==> config.mk <==
export PLATFORM = sky130hd
export DESIGN_NAME = crc_trees_flat
export DESIGN_NICKNAME = d
export VERILOG_FILES = /design/src/rtl/crc_pkg.sv /design/src/rtl/crc_if.sv /design/src/rtl/crc_trees.sv /design/src/flat_wrapper.sv
export SDC_FILE = /design/constraint.sdc
export NUM_CORES = 1
export LEC_CHECK = 0
export BUFFER_PORTS_ARGS = -buffer_cell sky130_fd_sc_hd__buf_2
export CORE_ASPECT_RATIO = 0.5
export CORE_UTILIZATION = 49
export DETAILED_ROUTE_END_ITERATION = 10
export PLACE_DENSITY_LB_ADDON = 0.1
export SLEW_MARGIN = 20
export SYNTH_ARGS = -nofsm -noshare
export SYNTH_HDL_FRONTEND = slang
export SYNTH_SLANG_ARGS = --single-unit
export TNS_END_PERCENT = 10
==> constraint.sdc <==
create_clock -name vclk -period 3.95
set_input_delay 0.1975 -clock vclk [all_inputs]
set_output_delay 0.1975 -clock vclk [all_outputs]
set_load 0.03 [all_outputs]
==> src/rtl/crc_pkg.sv <==
/*
 * shared constants for the write checksum checker: register map, field
 * positions, reset values, beat numbering and timing counts.
 * assumes a 10 MHz core clock; nothing else.
 */
package crc_pkg;
   // code word and lane geometry
   localparam int CW_W = 72;
   localparam int CRC_W = 8;
   localparam int LANES = 2;
   localparam int DQ_W = 16;
   localparam int DATA_BEATS = 8;
   localparam logic [3:0] BEAT_LAST_DATA = 4'h7;
   localparam logic [3:0] BEAT_CRC_LO = 4'h8;
   localparam logic [3:0] BEAT_CRC_HI = 4'h9;
   localparam int X4_LANE_BITS = 4;
   // generator x^8 + x^2 + x + 1, zero start, no final inversion
   localparam logic [7:0] CRC_POLY = 8'h07;
   localparam logic [7:0] CRC_INIT = 8'h00;

   // device width selection
   typedef enum logic [1:0] {
      WIDTH_X4 = 2'b00,
      WIDTH_X8 = 2'b01,
      WIDTH_X16 = 2'b10
   } width_t;

   // register byte offsets
   localparam logic [3:0] OFF_CTRL = 4'h0;
   localparam logic [3:0] OFF_STATUS = 4'h4;
   localparam logic [3:0] OFF_CRC = 4'h8;
   localparam logic [3:0] OFF_COUNT = 4'hc;

   // control field positions and reset value
   localparam int CTRL_WIDTH_LSB = 0;
   localparam int CTRL_CRC_EN = 2;
   localparam int CTRL_MASK_EN = 3;
   localparam int CTRL_INV_EN = 4;
   localparam int CTRL_W = 5;
   localparam logic [4:0] CTRL_RESET = 5'h04;

   // status field positions
   localparam int STAT_ERR = 0;
   localparam int STAT_BUSY = 1;
   localparam int STAT_DISCARD = 2;

   // alert low time
   localparam int MCLK_KHZ = 10000;
   localparam int ALERT_NS = 600;
   localparam int ALERT_CYC = (ALERT_NS * MCLK_KHZ + 999999) / 1000000;
   localparam logic [3:0] ALERT_CYC_4 = 4'(ALERT_CYC);
endpackage : crc_pkg

==> src/rtl/crc_if.sv <==
/*
 * carrier between the burst handler and the checksum trees.
 * assumes both ends run on the same core clock.
 */
`timescale 1ns/1ns
interface crc_if;
   logic [2*crc_pkg::CW_W-1:0] word;
   logic [2*crc_pkg::CRC_W-1:0] rx_crc;
   logic [2*crc_pkg::CRC_W-1:0] calc;
   logic [1:0] width;
   logic mismatch;

   modport burst (output word, output rx_crc, output width, input calc, input mismatch);
   modport tree (input word, input rx_crc, input width, output calc, output mismatch);
endinterface : crc_if

==> src/rtl/crc_trees.sv <==
/*
 * two identical 72-bit checksum trees, one per byte lane, and the compare.
 * assumes the code word and received checksum are held stable by the caller.
 */
`timescale 1ns/1ns
module crc_trees (
   crc_if.tree bus
);
   // serial-equivalent form, bit 71 first; unrolls to a pure xor tree
   function automatic logic [7:0] crc8(input logic [71:0] d);
      logic [7:0] c;
      logic fb;
      c = crc_pkg::CRC_INIT;
      fb = 1'b0;
      for (int i = crc_pkg::CW_W - 1; i >= 0; i--) begin
         fb = c[7] ^ d[i];
         c = {c[6:0], 1'b0} ^ (fb ? crc_pkg::CRC_POLY : 8'h00);
      end
      return c;
   endfunction : crc8

   logic [1:0] lane_bad;

   // one tree per lane, no state
   for (genvar l = 0; l < crc_pkg::LANES; l++) begin : g_lane
      assign bus.calc[l*8 +: 8] = crc8(bus.word[l*72 +: 72]);
      assign lane_bad[l] = bus.calc[l*8 +: 8] != bus.rx_crc[l*8 +: 8];
   end

   // upper tree only counts on the sixteen-bit part
   assign bus.mismatch = lane_bad[0] | (lane_bad[1] & (bus.width == crc_pkg::WIDTH_X16));
endmodule : crc_trees

==> src/flat_wrapper.sv <==
// flat-port wrapper written by rule: the top's interface ports become plain ports
module crc_trees_flat 
  (bus_word, bus_rx_crc, bus_width, bus_calc, bus_mismatch);
  crc_if bus_i ();
  input wire logic [$bits(bus_i.word)-1:0] bus_word;
  input wire logic [$bits(bus_i.rx_crc)-1:0] bus_rx_crc;
  input wire logic [$bits(bus_i.width)-1:0] bus_width;
  output wire logic [$bits(bus_i.calc)-1:0] bus_calc;
  output wire logic [$bits(bus_i.mismatch)-1:0] bus_mismatch;
  assign bus_i.word = bus_word;
  assign bus_i.rx_crc = bus_rx_crc;
  assign bus_i.width = bus_width;
  assign bus_calc = bus_i.calc;
  assign bus_mismatch = bus_i.mismatch;
  crc_trees u_core (.bus(bus_i));
endmodule
# After elaboration in Yosys (flattened, before gate mapping)
# Cells that the tools add are included.
dict set report classes {
  bitwise 286
  eq_ne 3
  n_mux 144
}
# operator count
set ops {}
lappend ops {{8-bit XOR} 142}
lappend ops {{3-bit two-way mux} 144}
lappend ops {{1-bit XOR} 140}
lappend ops {{8-bit != test} 2}
lappend ops {{2-bit equality test (second input constant)} 1}
lappend ops {{1-bit XOR (first input constant)} 2}
lappend ops {{1-bit bitwise AND} 1}
lappend ops {{1-bit OR} 1}
dict set report word_totals {
  output_inout_bits 17
  in_bits 162
  ff_bits 0
  wordCells 433
}

# Logic depth before layout (Yosys ltp)
# Gate-level depths: netlist (run 1).
dict set report depth {
  word_depth 216
  depth_mapped 13
  mapped_depth_nobuf 12
}

# Least setup slack after synthesis (run 1)
# OpenSTA, ideal clock, no wires.
dict set report synth_path {
  path_type {input port to output port}
  from {input port bus_word[142]}
  to {output port bus_mismatch}
  path_buffers 1
  path_slack_ps -795
  required_time_ps 3753
  stages 13
  t_arrival_ps 4548
  path_cell_list {buf_2 -> xnor3_1 -> xor3_1 -> xor3_1 -> xnor3_1 -> xnor3_1 -> xnor3_1 -> xnor3_2 -> xnor2_2 -> xnor2_2 -> xor3_1 -> a41o_1 -> nand4_1}
}
dict set report synth_via {
  elab_chain_len 98
  word_cells_on_any_way 198
  cone_classes {1 x eq/ne; 62 x mux; 135 x bitwise}
}
# element line
set synth_rtl {}
lappend synth_rtl {{from (decl)} flat_wrapper.sv:5} ;# input wire logic [$bits(bus_i.word)-1:0] bus_word;
lappend synth_rtl {{1-bit XOR (*)} crc_trees.sv:16} ;# fb = c[7] ^ d[i];
lappend synth_rtl {{3-bit two-way mux (*)} crc_trees.sv:17} ;# c = {c[6:0], 1'b0} ^ (fb ? crc_pkg::CRC_POLY : 8'h00);
lappend synth_rtl {{8-bit XOR (*) (6 in a row)} crc_trees.sv:17}
lappend synth_rtl {{1-bit XOR or 8-bit XOR (tied branches)} {crc_trees.sv:16, crc_trees.sv:17}}
lappend synth_rtl {{3-bit two-way mux, or another cell as far along} crc_trees.sv:17}
lappend synth_rtl {{8-bit XOR (*) (6 in a row)} crc_trees.sv:17}
lappend synth_rtl {{1-bit XOR or 8-bit XOR (tied branches)} {crc_trees.sv:16, crc_trees.sv:17}}
lappend synth_rtl {{3-bit two-way mux, or another cell as far along} crc_trees.sv:17}
lappend synth_rtl {{[... 66 more ...]} n/a}
lappend synth_rtl {{8-bit XOR (*) (8 in a row)} crc_trees.sv:17}
lappend synth_rtl {{1-bit XOR (*)} crc_trees.sv:16}
lappend synth_rtl {{3-bit two-way mux (*)} crc_trees.sv:17}
lappend synth_rtl {{8-bit XOR (*)} crc_trees.sv:17}
lappend synth_rtl {{via bus_calc[8]} flat_wrapper.sv:8} ;# output wire logic [$bits(bus_i.calc)-1:0] bus_calc;
lappend synth_rtl {{8-bit != test (*)} crc_trees.sv:27} ;# assign lane_bad[l] = bus.calc[l*8 +: 8] != bus.rx_crc[l*8 +: 8];
lappend synth_rtl {{1-bit bitwise AND (*)} crc_trees.sv:31} ;# assign bus.mismatch = lane_bad[0] | (lane_bad[1] & (bus.width == crc_pkg::WIDTH_X16));
lappend synth_rtl {{1-bit OR (*)} crc_trees.sv:31}
lappend synth_rtl {{to (decl)} flat_wrapper.sv:9} ;# output wire logic [$bits(bus_i.mismatch)-1:0] bus_mismatch;
# The timed path passes the listed nets; every way through them passes the cells marked *.

# Final worst setup path (run 1)
dict set report layout_path {
  from {input port bus_word[71]}
  to {output port bus_mismatch}
}
dict set report layout_via {
  elab_chain_len 96
  word_cells_on_any_way 198
  cone_classes {1 x eq/ne; 63 x mux; 134 x bitwise}
}
# element line
set layout_rtl {}
lappend layout_rtl {{3-bit two-way mux (*)} crc_trees.sv:17}
lappend layout_rtl {{8-bit XOR (*) (5 in a row)} crc_trees.sv:17}
lappend layout_rtl {{1-bit XOR or 8-bit XOR (tied branches)} {crc_trees.sv:16, crc_trees.sv:17}}
lappend layout_rtl {{3-bit two-way mux, or another cell as far along} crc_trees.sv:17}
lappend layout_rtl {{8-bit XOR (*) (6 in a row)} crc_trees.sv:17}
lappend layout_rtl {{1-bit XOR or 8-bit XOR (tied branches)} {crc_trees.sv:16, crc_trees.sv:17}}
lappend layout_rtl {{3-bit two-way mux, or another cell as far along} crc_trees.sv:17}
lappend layout_rtl {{8-bit XOR (*) (6 in a row)} crc_trees.sv:17}
lappend layout_rtl {{[... 59 more ...]} n/a}
lappend layout_rtl {{1-bit XOR, or another cell as far along} crc_trees.sv:16}
lappend layout_rtl {{3-bit two-way mux, or another cell as far along} crc_trees.sv:17}
lappend layout_rtl {{8-bit XOR (*) (8 in a row)} crc_trees.sv:17}
lappend layout_rtl {{1-bit XOR, or another cell as far along} crc_trees.sv:16}
lappend layout_rtl {{3-bit two-way mux or 8-bit XOR (tied branches)} crc_trees.sv:17}
lappend layout_rtl {{8-bit XOR (*)} crc_trees.sv:17}
lappend layout_rtl {{8-bit != test (*)} crc_trees.sv:27}
lappend layout_rtl {{1-bit OR (*)} crc_trees.sv:31}
# Every way passes the cells marked *; elsewhere a longest branch is shown, timed or not.

==> summary.md, run 1 <==
| Metric | Value |
|---|---|
| Largest net degree at the start of global routing | 6 |
| # hold bufs at CTS | 0 |
| Min cycle time layout | approximately 4400 ps |
| Total grt overflow | 0 |
| Die boundary height | between 70 and 80 um |
| TritonRoute pass-1 iters | 4 |
| Failing checks | negative setup slack |
| Max-cap violations | 0 |
| Number of remaining DRC errors | 0 |
| Synth cell types | 27 |
| GR Util All Layers | 22.8% |
| Final ANT Viol Nets | 0 |
| Placeable core area | just over 10,000 um^2 |
| Critical Path Sink Type | output pin |
| Hold Crit Class | in2out |
| Post-synth top cells | 197 x xnor2_1, 87 x xnor3_1, 69 x xor2_1 |
| Max Freq | roughly 220 MHz |
| HPWL Detailed | between 10 and 15 mm |
| Initial core utilization | 50.8% |
| Share of layout cells above drive strength 1 | 57.9% |
| Status | finished with violations |
| CP arrival | roughly 4300 ps |
| First-pass GRT wire length | around 20 mm |
| Die ar. | 11,100 um^2 |
| FF/Latch Area | 0 um^2 |
| Pins over their slew limit | 0 |
| Top Metal Used | met4 |
| Critical path launch point type | primary input |
| Routed WL per cell | roughly 15 um |
| Final wirelength | 13.1 mm |
| Initial antenna violation count | 0 |
| Tightest Pin Transition | about 520 ps |
| Setup WS pre-CTS | -629 ps |
| Vias in the first global route | between 4k and 5k |
| Via density per instance | between 4 and 5 |
| Post-synth top area cell | xnor3_1 |
| Hold_ws | 932 ps |
| Wire length on met2 | 7.14 mm |
| Antenna Cells | 0 |
| Syn Std Cell Area | 5230 um^2 |
| NumNets Final | roughly 920 |
| Setup ws final | -496 ps |
| Cells after Synth | around 420 |
| Clock buffer count | 0 |
| # setup viols final | 7 |
| Row cnt | 26 |
| Crit path kind | in2out |
| Met3 wire length | 421 um |
| Synth area leaders | xnor3_1 37%, xnor2_1 33%, xor2_1 12% |
| Worst relative slew slack | 64.8% |
| Met1 wire length | 5.52 mm |
| Synth top area share | a little under two fifths |
| Count leader, synth | xnor2_1 |
| FF+latch count | 0 |
| Vias | approximately 4k |
| Mapped Avg Cell Area | ~13 um^2 |
| Top Ports | between 150 and 200 |
| Fin crit share | 113% |
| Crit Path Max Fanout | 4 |
| Final hold vios | 0 |
| DR iter-0 viols | 70 |
| RSZ-0062 raised after global routing | true |
| PortBufs | roughly 180 |
| Register area share after synthesis | 0% |
| Final Wtd Congestion | between 0.8 and 0.9 |
| Syn_nets | about 580 |
| Critical path required time | 3750 ps |
| Area Growth Syn to Fin | 52.4% |
| Die Wd | roughly 150 um |
| Yosys warns | 0 |
-- cells in the final DEF, fill, tap and decap left out, drive strengths merged, types with 2 or more instances in the layout --
| cell type | netlist | layout |
|---|---|---|
| buf | 1 | 342 |
| inv | 2 | 2 |
| nand2 | 3 | 3 |
| nand2b | 2 | 2 |
| nor2 | 3 | 3 |
| xnor2 | 212 | 212 |
| xnor3 | 93 | 93 |
| xor2 | 71 | 71 |
| xor3 | 15 | 15 |
-- path summary, 6_finish.rpt --
| path | start | to | slack [ps] | depth (start not counted) |
|---|---|---|---|---|
| setup / recovery | bus_word[71] | bus_mismatch | -500 | 15 |
| hold / removal | bus_rx_crc[4] | bus_mismatch | 930 | 5 |
-- metal layers --
metal  global-route usage (%)  up-vias
met5                        0        -
li1                         -     2045
met3                    0.364        4
met2                     46.8       92
met1                     28.7     1879
met4                     1.37        0
-- cells by family after synthesis --
logic type | share of synthesized area, %
xor+xnor | 97.2
simple gates | 1.44
compound gates | 0.862
buf+inv | 0.335
mux | 0.192
-- layout make-up --
| cell class | count | area (um^2) |
|---|---|---|
| Timing Repair Buffer | 342 | 2150 |
| Inverter | 2 | 7.51 |
| Multi-Input combinational cell | 411 | 5630 |
| Tap cell | 140 | 175 |
| Fill cell | 714 | 2320 |
-- through the flow --
stage / util [%] / area, um^2 / instances / setup TNS (ps)
4_1_cts: 75.8 / 7800 / 892 / -1480
2_1_floorplan: - / 5300 / 415 / -1160
3_5_place_dp: 72.4 / 7440 / 876 / -2860
3_3_place_gp: 72.4 / 7440 / 876 / -2260
6_report: 77.5 / 7960 / 895 / -1750
5_1_grt: 77.5 / 7960 / 895 / -2740
-- worst max-delay path, stage by stage --
cell     delay [ps]
buf_2           140
xnor3_2         420
xnor2_2         230
xnor3_2         420
buf_4           160
xor2_1          150
xnor3_2         520
xor2_1          250
xnor3_2         500
xnor2_2         140
xnor3_1         270
xnor2_2         220
xnor3_1         340
nand4_1         140
buf_6           150
-- what timing repair did --
action / CTS / global route
setup endpoints to repair: 10 / 15
pin swaps: 45 / 16
resized for setup: 48 / 29
buffers inserted: 16 / 3
Power of run 1 is left out: the tool's default activity adds up to more than one toggle a clock period on the data nets, which glitch-free logic cannot reach.
==> inputs of run 2 (changes only) <==
Settings changed: CORE_UTILIZATION 49 to 54, TNS_END_PERCENT 10 to 1.
Clock period 3.95 ns to 4.9 ns, I/O delays scaled along.
==> run 2 against run 1 <==
Net effect: the run now ends clean; cell area shrank 18%; non-clock buffer count shrank 146; flip-flop and latch count unchanged; utilization is 5.0 points lower; worst hold slack gained 42 ps; clock-buffer cell count is the same; final cell count decreased by 17%; via count is 14% lower; setup slack improved by 650 ps; critical path depth increased by 1; die area fell by 9.1%; critical path type unchanged; largest cell class unchanged.
==> summary.md, run 2 (synthesis gave the netlist of run 1 again) <==
| Metric | Value |
|---|---|
| Worst Hold End | bus_mismatch |
| Placeable core area | 9040 um^2 (-12%) |
| Vias in the first global route | 3,629 (-10%) |
| Final wirelength | 11.1 mm (-15%) |
| Setup WS pre-CTS | 34.8 ps (+664 ps) |
| Final Wtd Congestion | 0.874 (+6.2%) |
| Worst relative slew slack | 63.1% (-1.7 points) |
| CP arrival | 4500 ps (+250 ps) |
| Status | completed |
| Largest net degree at the start of global routing | 7 (+1) |
| Share of layout cells above drive strength 1 | 39.7% (-18 points) |
| Max Freq | roughly 210 MHz |
| HPWL Detailed | 9.98 mm (-9.4%) |
| Final ANT Viol Nets | 0 (unchanged) |
| NumNets Final | 773 (-16%) |
| # setup viols final | 0 (-7) |
| Critical path required time | 4660 ps (+910 ps) |
| DR iter-0 viols | 70 (unchanged) |
| Die boundary height | 71.6 um (-4.6%) |
| Via density per instance | 4.69 (+4.5%) |
| Top Ports | 179 (unchanged) |
| Clock buffer count | 0 (unchanged) |
| Critical Path Sink Type | output pin |
| Initial antenna violation count | 0 (unchanged) |
| Met1 Usage GRT | 26.6% (-2.1 points) |
| Total grt overflow | 0 (unchanged) |
| Worst min-delay path startpoint | bus_width[1] |
| Commonest non-fill, non-tap cell in the layout | xnor2_1 |
| Hold Crit Class | in2out |
| GR Util All Layers | 22.0% (-0.85 points) |
| Met2 global-route usage | 44.4% (-2.5 points) |
| Pins over their slew limit | 0 (unchanged) |
| Critical path launch point type | primary input |
| FF/Latch Area | 0 um^2 (unchanged) |
| Number of remaining DRC errors | 0 (unchanged) |
| Setup ws final | 154 ps (+650 ps) |
| Crit Path Max Fanout | 4 (unchanged) |
| Max-cap violations | 0 (unchanged) |
| Met3 usage | 0.668% (+0.30 points) |
| Vias | 3,469 (-14%) |
| Most frequent cells in the layout | 188 x xnor2_1, 179 x buf_2, 79 x xnor3_1, 67 x xor2_1, 19 x xnor2_2 |
| Fin crit share | between 90 and 100% |
| Die Wd | 141 um (-4.7%) |
| Die ar. | 10,100 um^2 (-9.1%) |
| # hold bufs at CTS | 0 (unchanged) |
| Crit path kind | in2out |
| Antenna Cells | 0 (unchanged) |
| Tightest Pin Transition | 550 ps (+24.9 ps) |
| Final core occ | 72.5% (-5.0 points) |
| TritonRoute pass-1 iters | 4 (unchanged) |
| First-pass GRT wire length | 17.3 mm (-11%) |
| Grt peak-use layer | met2 |
| Initial core utilization | 57.8% (+7.0 points) |
| Row cnt | 24 (-7.7%) |
| FF+latch count | 0 (unchanged) |
| Final hold vios | 0 (unchanged) |
| PortBufs | 179 (unchanged) |
| Area Growth Syn to Fin | 25.4% |
| WHS Path Cells | 5 (unchanged) |
| Routed WL per cell | 15.0 um (+2.5%) |
| Min cycle time layout | 4750 ps |
==> run 2: worst max-delay path, stage by stage <==
cell,delay [ps]
buf_2,120
xnor3_2,480
xor3_2,460
xnor3_2,470
xnor2_2,190
xnor3_1,490
xnor2_2,230
buf_4,170
xor3_1,390
xnor2_4,270
buf_4,170
xor2_1,190
and3b_1,180
o2111a_1,180
nand4_1,90
buf_2,180
==> run 2: per-stage QoR <==
step           setup TNS [ps]  hold slack (ps)  cell area [um^2]  cells
2_1_floorplan               0              848              5230    415
4_1_cts                     0              985              6380    736
5_1_grt                -0.748             1020              6550    739
3_3_place_gp                0              987              6380    736
3_5_place_dp                0              984              6380    736
6_report                    0              975              6550    739
==> run 2: cell type report <==
cell class / count / area (um^2)
Fill cell: 676 / 2490
Timing Repair Buffer: 196 / 1020
Tap cell: 130 / 163
Multi-Input combinational cell: 411 / 5360
Inverter: 2 / 7.51
==> run 2: per-layer routing <==
metal	up-vias	share of wire, %
li1	1762	-
met1	1596	42
met2	97	52
met3	14	3.7
met4	0	1.9
met5	-	0
==> run 2: timing repair <==
item                       CTS  global route
gates resized for setup      0            25
setup endpoints to repair    0             1
setup buffers                0             3
==> run 2: worst max path at each step <==
stage                   from      endpoint  slack [ps]
5_1_grt         bus_word[71]  bus_mismatch        -0.7
2_1_floorplan  bus_word[142]  bus_mismatch          60
3_5_place_dp    bus_word[68]  bus_mismatch          30
6_report        bus_word[68]  bus_mismatch         150
4_1_cts         bus_word[68]  bus_mismatch          30
3_3_place_gp    bus_word[68]  bus_mismatch         150
Power of run 2 is left out for the same reason.
